File: src/pmcr_consts.svh
// constants of the phy management control register block
// assumes inclusion by bare name from every file that needs them
`ifndef PMCR_CONSTS_SVH
`define PMCR_CONSTS_SVH

`define PMCR_ADDR_W          5
`define PMCR_DATA_W          16
`define PMCR_CTRL_OFFSET     5'h00
`define PMCR_CTRL_RESET      16'h3000
`define PMCR_BIT_RESET       15
`define PMCR_BIT_LOOPBACK    14
`define PMCR_BIT_SPEED       13
`define PMCR_BIT_AN_EN       12
`define PMCR_BIT_PWR_DOWN    11
`define PMCR_BIT_AN_RESTART  9
`define PMCR_BIT_DUPLEX      8
`define PMCR_BIT_COLL_TEST   7
`define PMCR_WRITE_MASK      16'h7b80
`define PMCR_CLK_MHZ         25
`define PMCR_DEAD_NS         560
`define PMCR_DEAD_CYCLES     ((`PMCR_DEAD_NS * `PMCR_CLK_MHZ) / 1000)
`define PMCR_SOFT_RST_CYCLES 16

`endif

File: src/pmcr_pkg.sv
// types of the phy management control register block
// assumes pmcr_consts.svh for widths
`include "pmcr_consts.svh"

package pmcr_pkg;

    typedef struct packed {
        logic       soft_reset;
        logic       loopback;
        logic       speed100;
        logic       an_enable;
        logic       power_down;
        logic       rsvd10;
        logic       an_restart;
        logic       full_duplex;
        logic       coll_test;
        logic [6:0] rsvd6_0;
    } pmcr_ctrl_t;

    typedef struct packed {
        logic       dv;
        logic [3:0] d;
    } pmcr_nibble_t;

endpackage

File: src/pmcr_lpbk.sv
// receive path select: line or looped-back transmit nibbles, plus collision
// assumes all inputs synchronous to clk_sys_i
`timescale 1ns/100ps
`include "pmcr_consts.svh"

module pmcr_lpbk (
    input  wire logic                  clk_sys_i,
    input  wire logic                  reset_n_i,
    input  wire logic                  lpbk_i,
    input  wire logic                  coll_test_i,
    input  wire logic                  power_down_i,
    input  wire logic                  tx_en_i,
    input  wire logic [3:0]            txd_i,
    input  wire pmcr_pkg::pmcr_nibble_t line_rx_i,
    input  wire logic                  line_col_i,
    output pmcr_pkg::pmcr_nibble_t     rx_o,
    output logic                       col_o,
    output logic                       dead_o
);

    localparam logic [4:0] DEAD_LOAD = 5'(`PMCR_DEAD_CYCLES);

    pmcr_pkg::pmcr_nibble_t rx_r;
    pmcr_pkg::pmcr_nibble_t rx_nxt;
    logic                   col_r;
    logic                   col_nxt;
    logic                   lpbk_d_r;
    logic [4:0]             dead_r;
    logic [4:0]             dead_nxt;
    logic                   dead_flag_r;
    logic                   dead_flag_nxt;

    always_comb begin
        dead_nxt = dead_r;
        if (lpbk_i && !lpbk_d_r) begin
            dead_nxt = DEAD_LOAD;
        end else if (dead_r != 5'h00) begin
            dead_nxt = dead_r - 5'h01;
        end
        // flag kept in its own flop so the top output is registered
        dead_flag_nxt = (dead_nxt != 5'h00);
        rx_nxt = '0;
        if (power_down_i) begin
            rx_nxt = '0;
        end else if (lpbk_i) begin
            // line input is ignored entirely while looped
            rx_nxt.dv = tx_en_i && (dead_nxt == 5'h00);
            rx_nxt.d  = txd_i;
        end else begin
            rx_nxt = line_rx_i;
        end
        col_nxt = (coll_test_i && tx_en_i) || (!lpbk_i && !power_down_i && line_col_i);
    end

    always_ff @(posedge clk_sys_i) begin
        if (!reset_n_i) begin
            rx_r     <= '0;
            col_r    <= 1'b0;
            lpbk_d_r <= 1'b0;
            dead_r   <= 5'h00;
            dead_flag_r <= 1'b0;
        end else begin
            rx_r     <= rx_nxt;
            col_r    <= col_nxt;
            lpbk_d_r <= lpbk_i;
            dead_r   <= dead_nxt;
            dead_flag_r <= dead_flag_nxt;
        end
    end

    assign rx_o   = rx_r;
    assign col_o  = col_r;
    assign dead_o = dead_flag_r;

endmodule

File: src/pmcr_rst_seq.sv
// soft reset sequencer: holds busy for a fixed number of cycles
// assumes start_i is a one-cycle pulse in the system clock domain
`timescale 1ns/100ps
`include "pmcr_consts.svh"

module pmcr_rst_seq #(
    parameter int RST_CYCLES = `PMCR_SOFT_RST_CYCLES
) (
    input  wire logic clk_sys_i,
    input  wire logic reset_n_i,
    input  wire logic start_i,
    output logic      busy_o
);

    logic [15:0] cnt_r;
    logic [15:0] cnt_nxt;
    logic        busy_r;
    logic        busy_nxt;

    always_comb begin
        cnt_nxt  = cnt_r;
        busy_nxt = busy_r;
        if (start_i) begin
            busy_nxt = 1'b1;
            cnt_nxt  = 16'(RST_CYCLES - 1);
        end else if (busy_r) begin
            if (cnt_r == 16'h0000) begin
                busy_nxt = 1'b0;
            end else begin
                cnt_nxt = cnt_r - 16'h0001;
            end
        end
    end

    always_ff @(posedge clk_sys_i) begin
        if (!reset_n_i) begin
            cnt_r  <= 16'h0000;
            busy_r <= 1'b0;
        end else begin
            cnt_r  <= cnt_nxt;
            busy_r <= busy_nxt;
        end
    end

    assign busy_o = busy_r;

endmodule

File: src/pmcr_top.sv
// phy basic control register with its management port and effects
// assumes a single management master synchronous to clk_sys_i
//
// Notes on behaviour
// - register sits behind the management port inside control/status space
// - writing one to bit 15 restores defaults, then the bit self-clears
// - during soft reset bit 15 reads one; writes are refused
// - bit 14 loops transmit nibbles into the receive path
// - while looped, line receive activity is cut off
// - entering loopback gives up to 560 ns of invalid receive data
// - device loopback configuration overrides the register loopback bit
// - with negotiation off, bit 13 forces 100 or 10 Mbps
// - bit 12 enables negotiation; forced speed and duplex then ignored
// - bit 11 puts the phy in low power
// - writing one to bit 9 restarts negotiation, bit self-clears
// - with negotiation off, bit 8 forces full or half duplex
// - single supported duplex mode pins the duplex bit to it
// - in loopback, behaviour ignores the duplex bit
// - bit 7 forces collision whenever transmit enable is high
`timescale 1ns/100ps
`include "pmcr_consts.svh"

module pmcr_top #(
    parameter int SOFT_RST_CYCLES = `PMCR_SOFT_RST_CYCLES
) (
    input  wire logic                     clk_sys_i,
    input  wire logic                     reset_n_i,
    input  wire logic                     mgmt_req_i,
    input  wire logic                     mgmt_wr_i,
    input  wire logic [`PMCR_ADDR_W-1:0]  mgmt_addr_i,
    input  wire logic [`PMCR_DATA_W-1:0]  mgmt_wdata_i,
    output logic                          mgmt_ack_o,
    output logic [`PMCR_DATA_W-1:0]       mgmt_rdata_o,
    output logic                          mgmt_busy_o,
    input  wire logic                     cfg_lpbk_valid_i,
    input  wire logic                     cfg_lpbk_i,
    input  wire logic                     cap_full_i,
    input  wire logic                     cap_half_i,
    input  wire logic                     an_speed100_i,
    input  wire logic                     an_full_i,
    input  wire logic                     tx_en_i,
    input  wire logic [3:0]               txd_i,
    input  wire logic                     line_rx_dv_i,
    input  wire logic [3:0]               line_rxd_i,
    input  wire logic                     line_col_i,
    output logic                          rx_dv_o,
    output logic [3:0]                    rxd_o,
    output logic                          col_o,
    output logic                          rx_dead_o,
    output logic                          loopback_o,
    output logic                          speed100_o,
    output logic                          full_duplex_o,
    output logic                          an_enable_o,
    output logic                          an_restart_o,
    output logic                          power_down_o,
    output logic                          phy_reset_o
);

    ////////////////////////////////////////////////////////////////////////////////
    // decode

    function automatic logic is_ctrl(input logic [`PMCR_ADDR_W-1:0] addr);
        is_ctrl = (addr == `PMCR_CTRL_OFFSET);
    endfunction

    ////////////////////////////////////////////////////////////////////////////////
    // management port and control register

    pmcr_pkg::pmcr_ctrl_t           ctrl_r;
    pmcr_pkg::pmcr_ctrl_t           ctrl_nxt;
    logic                           ack_r;
    logic                           ack_nxt;
    logic [`PMCR_DATA_W-1:0]        rdata_r;
    logic [`PMCR_DATA_W-1:0]        rdata_nxt;
    logic                           rst_start;
    logic                           rst_busy;
    logic                           take_rd;
    logic                           take_wr;
    logic [`PMCR_DATA_W-1:0]        wval;

    // reads stay answered during soft reset so software can poll bit 15
    assign take_rd = mgmt_req_i && !mgmt_wr_i;
    assign take_wr = mgmt_req_i && mgmt_wr_i && !rst_busy;
    // reserved bits are not stored, so they read zero whatever is written
    assign wval    = mgmt_wdata_i & `PMCR_WRITE_MASK;

    always_comb begin
        ctrl_nxt            = ctrl_r;
        ctrl_nxt.an_restart = 1'b0;
        ctrl_nxt.soft_reset = 1'b0;
        rst_start           = 1'b0;
        ack_nxt             = 1'b0;
        rdata_nxt           = rdata_r;
        if (take_wr && is_ctrl(mgmt_addr_i)) begin
            if (mgmt_wdata_i[`PMCR_BIT_RESET]) begin
                ctrl_nxt  = pmcr_pkg::pmcr_ctrl_t'(`PMCR_CTRL_RESET);
                rst_start = 1'b1;
            end else begin
                ctrl_nxt            = pmcr_pkg::pmcr_ctrl_t'(wval);
                ctrl_nxt.an_restart = mgmt_wdata_i[`PMCR_BIT_AN_RESTART];
            end
        end
        if (rst_busy) begin
            ctrl_nxt = pmcr_pkg::pmcr_ctrl_t'(`PMCR_CTRL_RESET);
        end
        // a single-mode phy can only report the mode it has
        if (cap_full_i && !cap_half_i) begin
            ctrl_nxt.full_duplex = 1'b1;
        end else if (cap_half_i && !cap_full_i) begin
            ctrl_nxt.full_duplex = 1'b0;
        end
        if (take_wr || take_rd) begin
            ack_nxt = 1'b1;
        end
        if (take_rd) begin
            if (is_ctrl(mgmt_addr_i)) begin
                rdata_nxt = ctrl_r;
                rdata_nxt[`PMCR_BIT_RESET] = rst_busy || rst_start;
            end else begin
                rdata_nxt = 16'h0000;
            end
        end
    end

    always_ff @(posedge clk_sys_i) begin
        if (!reset_n_i) begin
            ctrl_r  <= pmcr_pkg::pmcr_ctrl_t'(`PMCR_CTRL_RESET);
            ack_r   <= 1'b0;
            rdata_r <= 16'h0000;
        end else begin
            ctrl_r  <= ctrl_nxt;
            ack_r   <= ack_nxt;
            rdata_r <= rdata_nxt;
        end
    end

    pmcr_rst_seq #(
        .RST_CYCLES (SOFT_RST_CYCLES)
    ) u_rst_seq (
        .clk_sys_i  (clk_sys_i),
        .reset_n_i  (reset_n_i),
        .start_i    (rst_start),
        .busy_o     (rst_busy)
    );

    ////////////////////////////////////////////////////////////////////////////////
    // effective operating mode

    logic lpbk_eff;
    logic spd_nxt;
    logic dup_nxt;
    logic mode_lpbk_r;
    logic mode_spd_r;
    logic mode_dup_r;
    logic mode_an_r;
    logic mode_rst_r;
    logic mode_pd_r;

    // the strap outranks software once it is valid
    assign lpbk_eff = cfg_lpbk_valid_i ? cfg_lpbk_i : ctrl_r.loopback;

    always_comb begin
        if (ctrl_r.an_enable) begin
            spd_nxt = an_speed100_i;
            dup_nxt = an_full_i;
        end else begin
            spd_nxt = ctrl_r.speed100;
            dup_nxt = ctrl_r.full_duplex;
        end
        if (lpbk_eff) begin
            dup_nxt = 1'b1;
        end
    end

    always_ff @(posedge clk_sys_i) begin
        if (!reset_n_i) begin
            mode_lpbk_r <= 1'b0;
            mode_spd_r  <= 1'b1;
            mode_dup_r  <= 1'b0;
            mode_an_r   <= 1'b1;
            mode_rst_r  <= 1'b0;
            mode_pd_r   <= 1'b0;
        end else begin
            mode_lpbk_r <= lpbk_eff;
            mode_spd_r  <= spd_nxt;
            mode_dup_r  <= dup_nxt;
            mode_an_r   <= ctrl_r.an_enable;
            mode_rst_r  <= rst_busy || rst_start;
            mode_pd_r   <= ctrl_r.power_down;
        end
    end

    ////////////////////////////////////////////////////////////////////////////////
    // data path

    pmcr_pkg::pmcr_nibble_t line_rx;
    pmcr_pkg::pmcr_nibble_t rx_path;

    assign line_rx.dv = line_rx_dv_i;
    assign line_rx.d  = line_rxd_i;

    pmcr_lpbk u_lpbk (
        .clk_sys_i    (clk_sys_i),
        .reset_n_i    (reset_n_i),
        .lpbk_i       (lpbk_eff),
        .coll_test_i  (ctrl_r.coll_test),
        .power_down_i (ctrl_r.power_down),
        .tx_en_i      (tx_en_i),
        .txd_i        (txd_i),
        .line_rx_i    (line_rx),
        .line_col_i   (line_col_i),
        .rx_o         (rx_path),
        .col_o        (col_o),
        .dead_o       (rx_dead_o)
    );

    ////////////////////////////////////////////////////////////////////////////////
    // outputs

    assign mgmt_ack_o    = ack_r;
    assign mgmt_rdata_o  = rdata_r;
    assign mgmt_busy_o   = rst_busy;
    assign rx_dv_o       = rx_path.dv;
    assign rxd_o         = rx_path.d;
    assign loopback_o    = mode_lpbk_r;
    assign speed100_o    = mode_spd_r;
    assign full_duplex_o = mode_dup_r;
    assign an_enable_o   = mode_an_r;
    assign an_restart_o  = ctrl_r.an_restart;
    assign power_down_o  = mode_pd_r;
    assign phy_reset_o   = mode_rst_r;

endmodule

File: config.mk
export PLATFORM = sky130hd
export DESIGN_NAME = pmcr_top
export DESIGN_NICKNAME = d
export VERILOG_FILES = /design/src/pmcr_pkg.sv /design/src/pmcr_lpbk.sv /design/src/pmcr_rst_seq.sv /design/src/pmcr_top.sv
export VERILOG_INCLUDE_DIRS = /design/src
export SDC_FILE = /design/constraint.sdc
export NUM_CORES = 1
export LEC_CHECK = 0
export BUFFER_PORTS_ARGS = -buffer_cell sky130_fd_sc_hd__clkbuf_2
export CORE_MARGIN = 4
export CORE_UTILIZATION = 48
export CTS_CLUSTER_DIAMETER = 100
export DETAILED_ROUTE_END_ITERATION = 10
export HOLD_SLACK_MARGIN = 0.03
export PLACE_DENSITY_LB_ADDON = 0.15
export SYNTH_ARGS = -nofsm -noshare
export SYNTH_HDL_FRONTEND = slang
export SYNTH_SLANG_ARGS = --single-unit
File: constraint.sdc
create_clock -name clk_sys_i -period 3.51 [get_ports clk_sys_i]
set_input_delay 0.702 -clock clk_sys_i [delete_from_list [all_inputs] [get_ports clk_sys_i]]
set_output_delay 0.702 -clock clk_sys_i [all_outputs]
set_load 0.01 [all_outputs]
## Word level (Yosys, flattened, before mapping)

Cells that the tools add are included.

- Flip-flop bits (word level): 67
- Bits of input ports: 42
- Word-level logic and storage cells: 87

- $add $sub $neg: 2
- Equal/unequal tests: 1
- Muxes and demuxes: 22
- Bitwise operators: 3
- Reductions and logical operators: 34

Operators with widths:

| kind | count |
|---|---|
| 9-bit 2-to-1 mux | 2 |
| 16-bit logical NOT | 1 |
| 16-bit 2-to-1 mux | 1 |
| 16-bit by 1-bit subtractor with 16-bit output (second input constant) | 1 |
| 15-bit 2-to-1 mux | 1 |
| 5-bit 2-to-1 mux | 3 |
| 1-bit 2-to-1 mux | 12 |
| 4-bit 2-to-1 mux | 3 |
| 1-bit logical AND | 11 |
| 5-bit logical NOT | 2 |
| 5-bit nonzero test | 2 |
| 1-bit logical NOT | 7 |
| 2-bit OR reduction | 3 |
| 5-bit by 1-bit subtractor with 5-bit output (second input constant) | 1 |
| 2-bit AND reduction | 2 |
| 4-bit nonzero test | 1 |
| 4-bit OR reduction | 1 |
| 1-bit logical OR | 3 |
| 1-bit inverter | 3 |
| 2-bit inequality test (second input constant) | 1 |
| 2-bit nonzero test | 1 |

## Logic depth before layout (Yosys ltp)

- Word-level depth: 7
- Mapped depth: 7
- Gate-level depth less buffers: 6

## By module

Synthesis repeated with hierarchy kept, for this count alone.

- Cells, all modules: 269
- Area total of the unflattened synthesis: 2503.7 um^2

Modules (own cells, without submodules):

| module | instances | cells an instance | area each (um^2) | sequential area each (um^2) |
|---|---|---|---|---|
| pmcr_top | 1 | 107 | 999.7 | 440.4 |
| pmcr_rst_seq | 1 | 103 | 895.9 | 340.3 |
| pmcr_lpbk | 1 | 59 | 608.1 | 260.2 |

## Least setup slack after synthesis

No wires, ideal clock.

- Kind: input -> register
- Start point: input port mgmt_addr_i[1]
- End point: register ctrl_r[12] in the netlist's numbering
- Setup time: 128 ps
- Data arrival time: 1935 ps
- Required time: 3382 ps
- Setup slack: 1447 ps
- Stages: 4
- Buffers on the path: 0
- Cell sequence: or4_4 -> nor4_4 -> nor3b_1 -> o21ai_0

- Cells in the longest elaborated chain, start to end: 2

Ends and longest elaborated chain:

| element | line | source |
|---|---|---|
| start, declared | pmcr_top.sv:30 | `` input wire logic [`PMCR_ADDR_W-1:0] mgmt_addr_i, `` |
| 5-bit logical NOT (no source line) | n/a |  |
| 1-bit logical AND | pmcr_top.sv:94 | `if (take_wr && is_ctrl(mgmt_addr_i)) begin` |
| end signal, assigned | pmcr_top.sv:127 | `` ctrl_r <= pmcr_pkg::pmcr_ctrl_t'(`PMCR_CTRL_RESET); `` |
| end signal, assigned | pmcr_top.sv:131 | `ctrl_r <= ctrl_nxt;` |
| end, declared | pmcr_top.sv:69 | `pmcr_pkg::pmcr_ctrl_t ctrl_r;` |

Every way passes these cells.
A chain may end at the register's enable or synchronous reset.

## Final worst setup path

- Start point: input port mgmt_addr_i[1]
- End point: register ctrl_r[13] in the netlist's numbering

The elaborated chain is that of the path after synthesis.

==> summary.txt <==
Clock network
  – CTS tree: built
  – Post-CTS Hold Buffers: 0
  – Clock Latency Late Sink: 300 ps
  – Post-CTS Setup Inserts: 0
  – Post-cts repair resize count: 0
  – CTS root buffer: clkbuf_8
  – Sink Count: 51
  – TritonCTS Buffers: 5
  – Clock slew at reported path FFs: 100 ps
  – Clock buffer depth: 2
  – CTS HTree Levels: 2

Worst setup path
  – Crit-path max FO: 10
  – Cell count along the critical path: 5
  – R2r startpoint: u_rst_seq.busy_o$_SDFF_PN0_
  – Reg2Reg Depth: 4
  – Critical Path End: ctrl_r[13]$_SDFFE_PP1N_
  – CP arrival: 2190 ps
  – Crit Path Category: primary input to flop
  – CP max stage delay: 560 ps
  – Critical path endpoint category: flop
  – Crit. Startpoint: mgmt_addr_i[1]
  – Critical path's slowest cell: or4_4
  – Critical path, cell by cell: clkbuf_2 > or4_4 > nor4_4 > nor3b_1 > o21ai_0
  – FF-to-FF End: u_rst_seq.cnt_r[15]$_SDFFE_PP0P_
  – Worst Path Buf+Inv: 1
  – Largest delay contributor family on the critical path: simple AND/OR/NAND/NOR gates
  – R2r setup slk: 1630 ps
  – CP required: 3700 ps
  – Startpoint Class: primary input

Timing
  – Max_slew headroom: 55.3%
  – Number of hold violations in the final report: 0
  – Worst setup margin: 1500 ps
  – Clock Skew: 7.69 ps
  – Fin crit share: 57.2%
  – FMAX: 498 MHz
  – Tightest Pin Transition: 670 ps
  – Min cycle time layout: 2010 ps
  – Setup TNS: 0 ps
  – Final Max Tran Viols: 0
  – RSZ-0062 raised after global routing: no
  – Hold_ws: 455 ps
  – Final setup vio count: 0

Detailed routing
  – Drt pass-1 iters: 4
  – DR iter-0 viols: 125
  – ANT nets after route: 0
  – Routed WL: 5.06 mm
  – Drt wl/cell: 12.9 µm
  – Vias per inst: 5.29
  – DR DRC count: 0
  – Routed vias: 2068

Placement
  – DP Cell Count: 383
  – IO buf count: 57
  – RD Place Congestion: 0.786
  – Post-detail-place hpwl: 3.74 mm
  – Worst slack, placed: 1170 ps

Global routing
  – Vias in the first global route: 1803
  – Global route total overflow: 0
  – First-pass GRT wire length: 8.25 mm
  – Largest net degree at the start of global routing: 22
  – Initial antenna violation count: 0
  – Total global-route track usage: 16.7%

Floorplan
  – Die width: 78.3 µm
  – Core area: 4750 µm²
  – Standard-cell row count: 25
  – Die area: 6130 µm²
  – Initial Util: 49.9%
  – Die height: 78.3 µm
  – I/O pins: 74

Flow run
  – Max-cap viol count: 0

Cells and area
  – Synth-to-Final Area Change: 16.4%
  – Final std cells w/o fill: 391
  – Nets: 368
  – Diode count: 0
  – Share of cells above drive strength 1: 24.4%
  – Fillers: 457

Logic synthesis
  – Synth Register Bits: 51
  – Commonest cells in the netlist: dfxtp_1, nor2_1, a21oi_1, nand2_1
  – Top cell type's share of synthesized area: 43.1%
  – Ys Warns: 0
  – Largest cells by area after synthesis: dfxtp_1, a21oi_1, mux2i_1, nor2_1, nand2_1
  – Gate Count Post-Synth: 270
  – Syn Area/Cell: 8.78 µm²
  – Asr flop ratio synth: 0%
  – Seq/Total Area, Yosys: 43.1%
  – Count leader, synth: dfxtp_1
  – Primary FF master, synth: dfxtp_1
  – Cell variety after synth: 50
  – Area of the mapped netlist: 2370 µm²
  – Post-synth EDFFs: 0
  – Post-synth top area cell: dfxtp_1

Power and ir drop
  – Cell-internal power: 870 µW
  – Sequential Power Share: 51.8%
  – Switching pwr: 354 µW
  – Total power: 1220 µW
  – Lkg Pwr: 0.00116 µW
  – Sw Share: 28.9%
  – Worst IR Drop VDD: 0.224 mV
  – Logic gate share of total power: 20.5%
  – Clock network fraction of total power: 27.7%
  – Pwr dens: 444 nW/µm²

Worst hold path
  – Hold/Removal Path Class: flop to flop

Outcome
  – Status: complete, no violations
-- sequential cells by signal, summed over array words and instances, names as in the netlist --
register,cells
power_down_o,1
phy_reset_o,1
mgmt_ack_o,1
u_lpbk.dead_o,1
u_lpbk.rx_o,5
ctrl_r,6
u_lpbk.lpbk_d_r,1
u_lpbk.col_o,1
u_rst_seq.busy_o,1
full_duplex_o,1
u_rst_seq.cnt_r,16
an_enable_o,1
speed100_o,1
u_lpbk.dead_r,5
mgmt_rdata_o,8
an_restart_o,1
-- worst register-to-register path: stages, from the launching register on --
cell     delay [ps]
dfxtp_1         630
nor3b_1         300
nand2_1         220
or4_1           510
a21oi_1         140
-- stage by stage --
step / utilization, % / cell area, µm²
CTS: 58.0 / 2760
floorplan: - / 2400
finish: 58.0 / 2760
detailed placement: 56.2 / 2670
global route: 58.0 / 2760
global placement: 56.2 / 2670
-- power by group through the flow --
stage	combinational [µW]	sequential (µW)	clock, µW
2_1_floorplan	192	648	0
4_1_cts	253	633	353
5_1_grt	284	639	372
3_5_place_dp	252	647	0
3_3_place_gp	250	646	0
6_report	251	634	339
-- layout by cell type, fill, tap and decap left out, types with 2 or more instances in the layout --
cell,Yosys,final
clkbuf_2,0,57
dfxtp_1,51,51
nor2_1,27,27
a21oi_1,26,26
nand2_1,21,21
inv_1,13,13
nand3_1,13,13
mux2i_1,11,11
conb_1,1,8
or4_1,7,7
nor2b_1,7,7
o31ai_1,7,7
nor3_1,6,6
o21ai_0,6,6
clkbuf_8,0,5
nand2b_1,4,4
nor4_4,3,3
nand4_1,3,3
o211ai_1,3,3
or2_2,3,3
nor3b_1,3,3
or3_1,3,3
ha_1,3,3
nor4b_1,2,2
nor4_1,2,2
a211oi_1,2,2
o41ai_1,2,2
o32ai_1,2,2
clkinvlp_4,0,2
-- per-layer routing --
| layer | global-route usage [%] | routed length, µm | vias to the layer above | part of all wire, % |
|---|---|---|---|---|
| li1 | - | - | 1058 | - |
| met1 | 21.2 | 2330 | 960 | 46 |
| met2 | 28.2 | 2440 | 41 | 48 |
| met3 | 4.24 | 226 | 9 | 4.5 |
| met4 | 4.20 | 71 | 0 | 1.4 |
| met5 | 0 | 0 | - | 0 |
-- kinds of logic after synthesis --
family	after synthesis	share of synthesized area (%)
mux	11	4.64
other cells	1	0.158
buf+inv	32	6.44
compound gates	58	16.1
fa+ha+maj	3	1.58
flops	51	43.1
simple gates	113	27.7
xor+xnor	1	0.369
-- worst min path at each step --
stage	cells past startpoint	endpoint	from	slack, ps
floorplan	2	u_lpbk.dead_r[4]$_SDFF_PN0_	u_lpbk.dead_r[4]$_SDFF_PN0_	450
global placement	2	mgmt_rdata_o[12]$_SDFFE_PN0P_	mgmt_rdata_o[12]$_SDFFE_PN0P_	440
detailed placement	2	mgmt_rdata_o[12]$_SDFFE_PN0P_	mgmt_rdata_o[12]$_SDFFE_PN0P_	440
CTS	2	mgmt_rdata_o[12]$_SDFFE_PN0P_	mgmt_rdata_o[12]$_SDFFE_PN0P_	460
global route	2	mgmt_rdata_o[12]$_SDFFE_PN0P_	mgmt_rdata_o[12]$_SDFFE_PN0P_	480
finish	2	mgmt_rdata_o[9]$_SDFFE_PN0P_	mgmt_rdata_o[9]$_SDFFE_PN0P_	450
-- cell type report --
type / instances / area, µm² / area share [%]
sequential: 51 / 1020 / 37.0
tap: 67 / 83.8 / 3.04
inverter: 13 / 48.8 / 1.77
clock buffer: 5 / 68.8 / 2.49
timing repair buffer: 58 / 293 / 10.6
multi-input combinational: 194 / 1220 / 44.4
clock inverter: 3 / 20.0 / 0.726
(Power assumes the default switching activity.)
